--- src/common/intc_pkg.sv ---
package intc_pkg;
	// register byte addresses on the wishbone bus
	localparam logic [4:0] adr_trap_status_control        = 5'h00;
	localparam logic [4:0] adr_global_vector_edge_control = 5'h04;
	localparam logic [4:0] adr_request_flags_0            = 5'h08;
	localparam logic [4:0] adr_request_flags_1            = 5'h0c;
	localparam logic [4:0] adr_request_flags_4            = 5'h10;
	localparam logic [4:0] adr_request_enables_0          = 5'h14;
	localparam logic [4:0] adr_request_enables_1          = 5'h18;
	localparam logic [4:0] adr_priority_0                 = 5'h1c;
	// trap register fields
	localparam int pos_stack_trap    = 2;
	localparam int pos_osc_fail_trap = 1;
	localparam logic [15:0] trap_mask = 16'h0006;
	// global control fields
	localparam int pos_alt_vector    = 15;
	localparam int pos_disable_insn  = 14;
	localparam logic [15:0] gctl_wr_mask = 16'h8007;
	// implemented bits of flag and enable registers
	localparam logic [15:0] impl_mask_0 = 16'h3fef;
	localparam logic [15:0] impl_mask_1 = 16'h20db;
	localparam logic [15:0] impl_mask_4 = 16'h0002;
	// priority register: ext0 in [2:0], capture1 in [6:4]
	localparam logic [15:0] prio_mask  = 16'h0077;
	localparam logic [15:0] prio_reset = 16'h0044;
	localparam int pos_ext0     = 0;
	localparam int pos_capture1 = 1;
	localparam int num_ext      = 3;
	localparam int sync_stages  = 2;
	// external interrupt bit positions in flag registers
	localparam int pos_ext1_flag = 4;
	localparam int pos_ext2_flag = 13;
	localparam logic [4:0] reset_zero5 = 5'h00;
endpackage

--- src/rtl/intc_edge_sync.sv ---
`timescale 1ns/1ns
`default_nettype none
module intc_edge_sync #(
	parameter int width = 3
) (
	// clock and reset
	input  wire logic             clk_sys,
	input  wire logic             rst_n,
	// pins and polarity
	input  wire logic [width-1:0] pin,
	input  wire logic [width-1:0] falling,
	// detected edges
	output logic      [width-1:0] edge_seen
);
	typedef struct packed {
		logic [width-1:0] s1;
		logic [width-1:0] s2;
		logic [width-1:0] prev;
		logic [2:0]       live;
	} sync_t;
	sync_t st;
	sync_t next_st;

	// two-stage synchroniser then edge compare on second stage only
	always_comb begin
		next_st      = st;
		next_st.s1   = pin;
		next_st.s2   = st.s1;
		next_st.prev = st.s2;
		next_st.live = {st.live[1:0], 1'b1};
	end

	always_ff @(posedge clk_sys or negedge rst_n) begin
		if (!rst_n) begin
			st <= '0;
		end else begin
			st <= next_st;
		end
	end

	// falling when polarity bit is 1, rising when 0
	// held off until the pipe holds real pin samples, so a pin idling high
	// gives no false rising edge after reset
	assign edge_seen = {width{st.live[2]}}
		& ((falling & st.prev & ~st.s2) | (~falling & ~st.prev & st.s2));
endmodule
`default_nettype wire

--- src/rtl/interrupt_flag_enable_regs.sv ---
// What this block does
// - stack-error trap bit 2 sets on a stack trap, zero otherwise
// - oscillator-failure trap bit 1 sets on that trap, zero otherwise
// - trap register bit 0 is unimplemented and reads zero
// - three edge polarity bits: 0 rising edge, 1 falling edge
// - each flag reads 1 after its request until cleared
// - capture channel 1 flag lives in flags register 0 bit 1
// - external interrupt 0 flag lives in flags register 0 bit 0
// - enable bit 1 lets a request through, 0 blocks it
// - capture channel 1 enable lives in enables register 0 bit 1
// - external interrupt 0 enable lives in enables register 0 bit 0
// - hardware sets flags, only software writes clear them
// - alternate vector bit selects standard or alternate vector table
// - priority zero disables a source regardless of flag and enable
//
// Design decisions made here: the Wishbone interface to the registers and the placing of the registers.
`timescale 1ns/1ns
`default_nettype none
module interrupt_flag_enable_regs
	import intc_pkg::*;
(
	// clock and reset
	input  wire logic        clk_sys,
	input  wire logic        rst_n,
	// wishbone slave
	input  wire logic        wb_cyc_i,
	input  wire logic        wb_stb_i,
	input  wire logic        wb_we_i,
	input  wire logic [4:0]  wb_adr_i,
	input  wire logic [3:0]  wb_sel_i,
	input  wire logic [31:0] wb_dat_i,
	output logic      [31:0] wb_dat_o,
	output logic             wb_ack_o,
	output logic             wb_err_o,
	// trap events from the core, one-cycle pulses
	input  wire logic        stack_trap_event,
	input  wire logic        osc_fail_trap_event,
	// core status
	input  wire logic        disable_insn_active,
	// external interrupt pins, asynchronous
	input  wire logic [2:0]  ext_pin,
	// peripheral request pulses, same clock
	input  wire logic [15:0] periph_req_0,
	input  wire logic [15:0] periph_req_1,
	input  wire logic [15:0] periph_req_4,
	// to the cpu
	output logic             alt_vector_select,
	output logic             pending_ext0,
	output logic             pending_capture1,
	output logic             irq
);
	typedef struct packed {
		logic [15:0] trap;
		logic [15:0] gctl;
		logic [15:0] flags_0;
		logic [15:0] flags_1;
		logic [15:0] flags_4;
		logic [15:0] enables_0;
		logic [15:0] enables_1;
		logic [15:0] prio;
		logic        ack;
		logic        err;
		logic [31:0] rdata;
		logic        alt;
		logic        pend_e0;
		logic        pend_c1;
		logic        irq;
	} state_t;
	state_t st;
	state_t next_st;

	logic [2:0]  ext_edge;
	logic [15:0] set_0;
	logic [15:0] set_1;
	logic [15:0] set_4;
	logic        wr;
	logic        rd;
	logic        hit;
	logic [15:0] any_pend_0;
	logic [15:0] any_pend_1;

	// byte-lane merge of a 16-bit register under a writable mask
	function automatic logic [15:0] merge(input logic [15:0] old, input logic [31:0] d,
			input logic [3:0] sel, input logic [15:0] wmask);
		logic [15:0] v;
		v = old;
		if (sel[0]) begin
			v[7:0] = d[7:0];
		end
		if (sel[1]) begin
			v[15:8] = d[15:8];
		end
		return (v & wmask) | (old & ~wmask);
	endfunction

	// flag update: software writes may clear, hardware set wins
	function automatic logic [15:0] flag_next(input logic [15:0] old, input logic [15:0] set,
			input logic do_wr, input logic [31:0] d, input logic [3:0] sel,
			input logic [15:0] impl);
		logic [15:0] v;
		v = do_wr ? merge(old, d, sel, impl) : old;
		return (v | set) & impl;
	endfunction

	// write strobe aimed at one register address
	function automatic logic wr_at(input logic do_wr, input logic [4:0] a, input logic [4:0] target);
		return do_wr && (a == target);
	endfunction

	// pending test for one source with a three-bit priority field
	function automatic logic prio_pend(input logic flag_en, input logic [2:0] level);
		return flag_en && (level != 3'h0);
	endfunction

	// external pins synchronised and edge-detected per polarity
	intc_edge_sync #(
		.width(num_ext)
	) u_edge (
		.clk_sys  (clk_sys),
		.rst_n    (rst_n),
		.pin      (ext_pin),
		.falling  (st.gctl[num_ext-1:0]),
		.edge_seen(ext_edge)
	);

	// hardware set sources
	always_comb begin
		set_0 = periph_req_0;
		set_1 = periph_req_1;
		set_4 = periph_req_4;
		set_0[pos_ext0]      = periph_req_0[pos_ext0] | ext_edge[0];
		set_1[pos_ext1_flag] = periph_req_1[pos_ext1_flag] | ext_edge[1];
		set_1[pos_ext2_flag] = periph_req_1[pos_ext2_flag] | ext_edge[2];
	end

	assign hit = (wb_adr_i <= adr_priority_0) && (wb_adr_i[1:0] == 2'b00);
	assign wr  = wb_cyc_i && wb_stb_i && wb_we_i && !st.ack && !st.err && hit;
	assign rd  = wb_cyc_i && wb_stb_i && !wb_we_i && !st.ack && !st.err && hit;

	// pending terms for every source in registers 0 and 1
	assign any_pend_0 = st.flags_0 & st.enables_0;
	assign any_pend_1 = st.flags_1 & st.enables_1;

	// next state: bus answer, register updates, read data and cpu-side outputs
	always_comb begin
		next_st = st;

		// bus answer: exactly one of ack or err for each new request;
		// never two in a row, so a request still held is not answered twice
		next_st.ack = wb_cyc_i && wb_stb_i && !st.ack && !st.err && hit;
		next_st.err = wb_cyc_i && wb_stb_i && !st.ack && !st.err && !hit;

		// read data stays zero outside an ack cycle
		next_st.rdata = '0;

		// trap bits: write may clear, event sets and wins;
		// otherwise a clear landing with a trap would lose the trap
		if (wr_at(wr, wb_adr_i, adr_trap_status_control)) begin
			next_st.trap = merge(st.trap, wb_dat_i, wb_sel_i, trap_mask);
		end

		// hardware trap events
		next_st.trap[pos_stack_trap]    = next_st.trap[pos_stack_trap] | stack_trap_event;
		next_st.trap[pos_osc_fail_trap] = next_st.trap[pos_osc_fail_trap] | osc_fail_trap_event;

		// unimplemented trap positions never hold a one
		next_st.trap = next_st.trap & trap_mask;

		// global control: vector select and edge polarities are writable;
		// disable status only follows the core and ignores writes
		if (wr_at(wr, wb_adr_i, adr_global_vector_edge_control)) begin
			next_st.gctl = merge(st.gctl, wb_dat_i, wb_sel_i, gctl_wr_mask);
		end
		next_st.gctl[pos_disable_insn] = disable_insn_active;

		// flag registers: hardware set, software write stores its value;
		// a set in the same cycle as a clearing write survives
		next_st.flags_0 = flag_next(st.flags_0, set_0, wr_at(wr, wb_adr_i, adr_request_flags_0),
			wb_dat_i, wb_sel_i, impl_mask_0);

		// second flag register carries ext1 and ext2 among others
		next_st.flags_1 = flag_next(st.flags_1, set_1, wr_at(wr, wb_adr_i, adr_request_flags_1),
			wb_dat_i, wb_sel_i, impl_mask_1);

		// fifth flag register has a single implemented source
		next_st.flags_4 = flag_next(st.flags_4, set_4, wr_at(wr, wb_adr_i, adr_request_flags_4),
			wb_dat_i, wb_sel_i, impl_mask_4);

		// enable registers: plain storage under the implemented mask
		if (wr_at(wr, wb_adr_i, adr_request_enables_0)) begin
			next_st.enables_0 = merge(st.enables_0, wb_dat_i, wb_sel_i, impl_mask_0);
		end
		if (wr_at(wr, wb_adr_i, adr_request_enables_1)) begin
			next_st.enables_1 = merge(st.enables_1, wb_dat_i, wb_sel_i, impl_mask_1);
		end

		// priority fields of ext0 and capture1; other positions stay zero
		if (wr_at(wr, wb_adr_i, adr_priority_0)) begin
			next_st.prio = merge(st.prio, wb_dat_i, wb_sel_i, prio_mask);
		end

		// read mux: only aligned mapped addresses reach here,
		// so the default is for safety only
		if (rd) begin
			unique case (wb_adr_i)
				adr_trap_status_control:        next_st.rdata = {16'h0000, st.trap & trap_mask};
				adr_global_vector_edge_control: next_st.rdata = {16'h0000, st.gctl};
				adr_request_flags_0:            next_st.rdata = {16'h0000, st.flags_0};
				adr_request_flags_1:            next_st.rdata = {16'h0000, st.flags_1};
				adr_request_flags_4:            next_st.rdata = {16'h0000, st.flags_4};
				adr_request_enables_0:          next_st.rdata = {16'h0000, st.enables_0};
				adr_request_enables_1:          next_st.rdata = {16'h0000, st.enables_1};
				adr_priority_0:                 next_st.rdata = {16'h0000, st.prio};
				default:                        next_st.rdata = '0;
			endcase
		end

		// vector table select toward the core, one cycle behind the register
		next_st.alt = st.gctl[pos_alt_vector];

		// pending with priority gating: a zero level disables the source
		// even when its flag and enable are both set
		next_st.pend_e0 = prio_pend(any_pend_0[pos_ext0], st.prio[2:0]);
		next_st.pend_c1 = prio_pend(any_pend_0[pos_capture1], st.prio[6:4]);

		// one level request toward the core:
		// the two prioritised sources,
		// every other enabled flag of registers 0 and 1,
		// and any trap bit still set
		next_st.irq = next_st.pend_e0
			|| next_st.pend_c1
			|| (|(any_pend_0 & ~16'h0003))
			|| (|any_pend_1)
			|| (|(st.trap & trap_mask));
	end

	always_ff @(posedge clk_sys or negedge rst_n) begin
		if (!rst_n) begin
			st      <= '0;
			st.prio <= prio_reset;
		end else begin
			st <= next_st;
		end
	end

	// outputs
	assign wb_dat_o          = st.rdata;
	assign wb_ack_o          = st.ack;
	assign wb_err_o          = st.err;
	assign alt_vector_select = st.alt;
	assign pending_ext0      = st.pend_e0;
	assign pending_capture1  = st.pend_c1;
	assign irq               = st.irq;
endmodule
`default_nettype wire

--- config.mk ---
export PLATFORM = sky130hd
export DESIGN_NAME = interrupt_flag_enable_regs
export DESIGN_NICKNAME = d
export VERILOG_FILES = /design/src/common/intc_pkg.sv /design/src/rtl/intc_edge_sync.sv /design/src/rtl/interrupt_flag_enable_regs.sv
export SDC_FILE = /design/constraint.sdc
export NUM_CORES = 1
export LEC_CHECK = 0
export ABC_CLOCK_PERIOD_IN_PS = 1850
export BUFFER_PORTS_ARGS = -buffer_cell sky130_fd_sc_hd__buf_2
export CAP_MARGIN = 20
export CORE_ASPECT_RATIO = 0.8
export CORE_UTILIZATION = 50
export DETAILED_ROUTE_END_ITERATION = 6
export GPL_ROUTABILITY_DRIVEN = 0
export PLACE_DENSITY_LB_ADDON = 0.12
export SYNTH_ARGS = -nofsm -noshare
export SYNTH_HDL_FRONTEND = slang
export SYNTH_SLANG_ARGS = --single-unit
--- constraint.sdc ---
create_clock -name clk_sys -period 1.85 [get_ports clk_sys]
set_input_delay 0.2775 -clock clk_sys [delete_from_list [all_inputs] [get_ports clk_sys]]
set_output_delay 0.2775 -clock clk_sys [all_outputs]
set_load 0.01 [all_outputs]
# --- After elaboration in Yosys (flattened, before gate mapping) ---
# Cells that the tools add are included.
word_totals:
  reg_bits: 137
  inputBits: 100
  out_inout_bits: 38
op_classes:
  n_lt_le_gt_ge: 1
  n_eq_ne: 7
  n_mux: 26
  bitwise: 23
  n_reduce_logical: 39
ops:
  columns: ["operator", "count"]
  rows:
  - ["$pmux 16 s8", 1]
  - ["$mux 8", 8]
  - ["$mux 6", 6]
  - ["$and 14x16->16", 2]
  - ["$or 14x16->16", 2]
  - ["$mux 14", 2]
  - ["$or 14x14->14", 2]
  - ["$logic_and 1x1->1", 24]
  - ["$eq 5x5->1 const B", 4]
  - ["$mux 16", 1]
  - ["$or 16x15->16", 1]
  - ["$or 7x16->16", 1]
  - ["$reduce_or 16->1", 1]
  - ["$and 3x3->3", 5]
  - ["$mux 7", 2]
  - ["$reduce_or 14->1", 1]
  - ["$mux 3", 4]
  - ["$eq 5x4->1 const B", 2]
  - ["$not 3->3", 3]
  - ["$reduce_bool 3->1", 2]
  - ["$eq 5x3->1 const B", 1]
  - ["$le 5x5->1 const B", 1]
  - ["$logic_not 5->1", 1]
  - ["$or 1x1->1", 5]
  - ["other kinds (7)", 14]

# --- Logic depth before layout (Yosys ltp) ---
logic_depth:
  depth_word: 8
  mapped_depth: 6
  ltp_nobuf: 4

# --- Modules after synthesis ---
# A second synthesis with hierarchy kept.
hier_totals:
  cells_unflattened: 350
  hier_area_um2: 4142.7
by_module_without_submodules:
  columns: ["module", "instances", "cells_each", "area_per_inst_um2", "seq_area_each_um2"]
  rows:
  - ["interrupt_flag_enable_regs", 1, 328, 3766.1, 1904.3]
  - ["intc_edge_sync", 1, 22, 376.6, 300.3]

# --- Worst setup path after synthesis ---
# No wires, ideal clock.
synth_path:
  path_kind: "flip-flop to flip-flop"
  from: "register st, in the netlist wb_err_o"
  to: "register st[134] (netlist name)"
  setup_ps: 128
  t_arrival_ps: 1560
  t_required_ps: 1722
  setup_slack_ps: 163
  stages_incl_launch_ff: 6
  path_buffers: 1
  period_less_slack_ps: 1687
  path_cell_list: "dfrtp_1 -> and4bb_1 -> and4_1 -> buf_4 -> and2_1 -> mux2_1"
synth_between:
  elab_chain_len: 4
synth_rtl:
  columns: ["element", "line", "rtl"]
  rows:
  - ["start, declared", "interrupt_flag_enable_regs.sv:69", "state_t st;"]
  - ["start signal, assigned", "interrupt_flag_enable_regs.sv:242", "st <= next_st;"]
  - ["$logic_not 1->1", "interrupt_flag_enable_regs.sv:137", "assign wr = wb_cyc_i && wb_stb_i && wb_we_i && !st.ack && !st.err && hit;"]
  - ["$logic_and 1x1->1 (2 in series)", "interrupt_flag_enable_regs.sv:137", null]
  - ["$logic_and 1x1->1", "interrupt_flag_enable_regs.sv:107", "return do_wr && (a == target);"]
# Every way passes these cells.
# A chain may end at the register's enable or synchronous reset.

==> out/results.ini <==
[power_and_ir_drop]
power_density_nw_per_um2=731
ir_drop_mv=0.467
power.share.clock=0.369
p_comb_frac=0.073
power.total_mw=3.52
swShare=0.230
p_seq_frac=0.558
p_int_mw=2.71
p_switching_uw=808
p_leak_nw=2.47

[timing]
hold_viol_final=0
finalSetupViolCount=0
fin_crit_ns=1.81
rsz0062_at_grt=true
fin_crit_sh=0.979
max_freq_mhz=552
final.setup_skew_ns=0.00397
timing.setup.tns_ns=0
setup_ws_ns=0.0383
slew_viol_final=0
whs_ns=0.0283

[yosys]
netlist_area_sq_um=4040
yosys-top-cells-area=dfrtp_1 53%, mux2_1 6.7%, buf_4 6.1%
yosys.area.top_type=dfrtp_1
ys_ff_latch=88
ys.warnings.count=0
netlist-cell-type-count=49
synth_ff_type=dfrtp_1
synth_top_area_share=0.533
synth_enable_flop_cells=0
synth-async-reset-ratio=1.00
syn_avg_cell_area_sq_um=12.3
netlist_instances=329
synth.yosys.seq_area_share=0.546

[hold_path]
hold_path.class=in2reg

[finish]
layout-drive-gt1-share=0.358
fin_cells=532
post-route-util=0.633
stdcell_area_sq_um=4810
final_cell_mix=86 x dfrtp_1, 74 x buf_2, 40 x nor2_1
antenna_cells=0
fill_cells=666
syn_to_final_growth_pct=19.0
final_common_cell=dfrtp_1
nets=523

[worst_setup_path]
r2r_slack_ns=0.04
worstPathArrival_ns=2.03
startpoint_type=register
path_class=reg2reg
critPathCaptureType=register
required_ns=2.07
crit_fanout=2

[detailed_routing]
num_vias=2818
ant_nets=0
avgViaCountPerCell=5.30
drt_pass1_iterations=4
dr.first_iter.drc_count=116
wire_per_inst_um=16.7
finalWirelength_um=8900
drc=0

[grt]
grt_pass1_vias=2770
gr-total-overflow=0
grt_antenna_before_repair=0
gr-usage-all-layers=0.233
grt_pass1_wl_um=14200
grt_max_degree=53

[clocking]
worstSkewPairLatency_ns=0.35
clock-sinks=88
cts_root_buf=clkbuf_8
ctsHtreeMaxLevel=3
path_clk_slew_ns=0.08
numCtsBuffers=9
cts.path.max_buffers=2
tritoncts=done

[floorplan]
die_w_um=103
io_pins=138
dieArea_sq_um=8450
rows=28
start_util=0.532
core-area_sq_um=7600
die_h_um=82.4

[place]
dp_hpwl_um=6690
port_buffers=75
pre_cts_slack_ns=-0.0709
placed_cells=515
dpl_cell_area_sq_um=4570

[flow_run]
maxCapViolations=0

[run_status]
outcome=completed

power groups by stage:
stage                     combinational (mW)  clock (mW)  sequential (mW)
final                                  0.256        1.30             1.96
after global routing                   0.288        1.42             1.97
after CTS                              0.259        1.33             1.96
after detailed placement               0.257           0             2.00
after global placement                 0.253           0             2.00
after floorplan                        0.129           0             2.00
flip-flops by register name (all words and copies together), names as in the netlist:
register           cells
next_st                1
pending_capture1       1
wb_ack_o               1
u_edge.st              4
u_edge.next_st         8
irq                    1
pending_ext0           1
st                    53
wb_err_o               1
wb_dat_o              16
alt_vector_select      1
cell type report:
type                       instances  area, sq um  share of cell area
tap                              105          131              0.0273
inverter                           1         3.75            0.000780
clock buffer                      12          145              0.0302
sequential                        88         2200               0.458
multi-input combinational        214         1620               0.337
clock inverter                     3         42.5             0.00884
timing repair buffer             109          661               0.137
synth_stat cells (4+ instances only):
master    count
dfrtp_1      86
nor2_1       40
buf_4        33
mux2_1       24
mux2i_1      16
a22oi_1      12
and3_1       11
a211o_1       8
nand2_1       8
a21oi_1       7
mux2_4        6
nand2_2       5
nand2b_1      5
a222oi_1      4
a22o_1        4
buf_2         4
o22ai_1       4
kinds of logic (layout without fill, tap and decap cells):
group / Yosys count / count (layout) / synth area share
AND/OR/NAND/NOR: 95 / 95 / 0.135
flip-flops: 88 / 88 / 0.546
AO/OA/AOI/OAI: 52 / 52 / 0.100
multiplexers: 50 / 50 / 0.143
buffers and inverters: 42 / 125 / 0.0746
other: 2 / 17 / 0.00186
final timing paths:
kind,endpoint,start,cells past startpoint
min in group asynchronous,alt_vector_select,rst_n,2
setup / recovery,irq,st[103],5
hold reg to reg,u_edge.next_st[4],u_edge.next_st[7],0
max in group asynchronous,st[40],rst_n,3
hold / removal,st[148],disable_insn_active,1
setup reg to reg,irq,st[103],5
timing repair:
item                                    CTS  global route
setup buffers                             0             1
endpoints found under the setup margin    1            10
endpoints found under the hold margin     9             0
hold buffers                              1             0
resized for setup                         2             5
worst max-delay path, cell delays in order, from the launching register on:
cell	delay, ns
dfrtp_1	0.40
a22o_1	0.27
a2111oi_4	0.21
buf_4	0.16
nand4_1	0.11
or4b_4	0.52
routing by layer:
layer  up-vias  global-route usage  wire length (um)
met3         2              0.0657               585
met1      1399               0.317              4080
li1       1324                   -                 -
met5         -                   0                 0
met2        93               0.377              4210
met4         0              0.0457                25
Note: power is estimated with default switching activity, not from simulation.
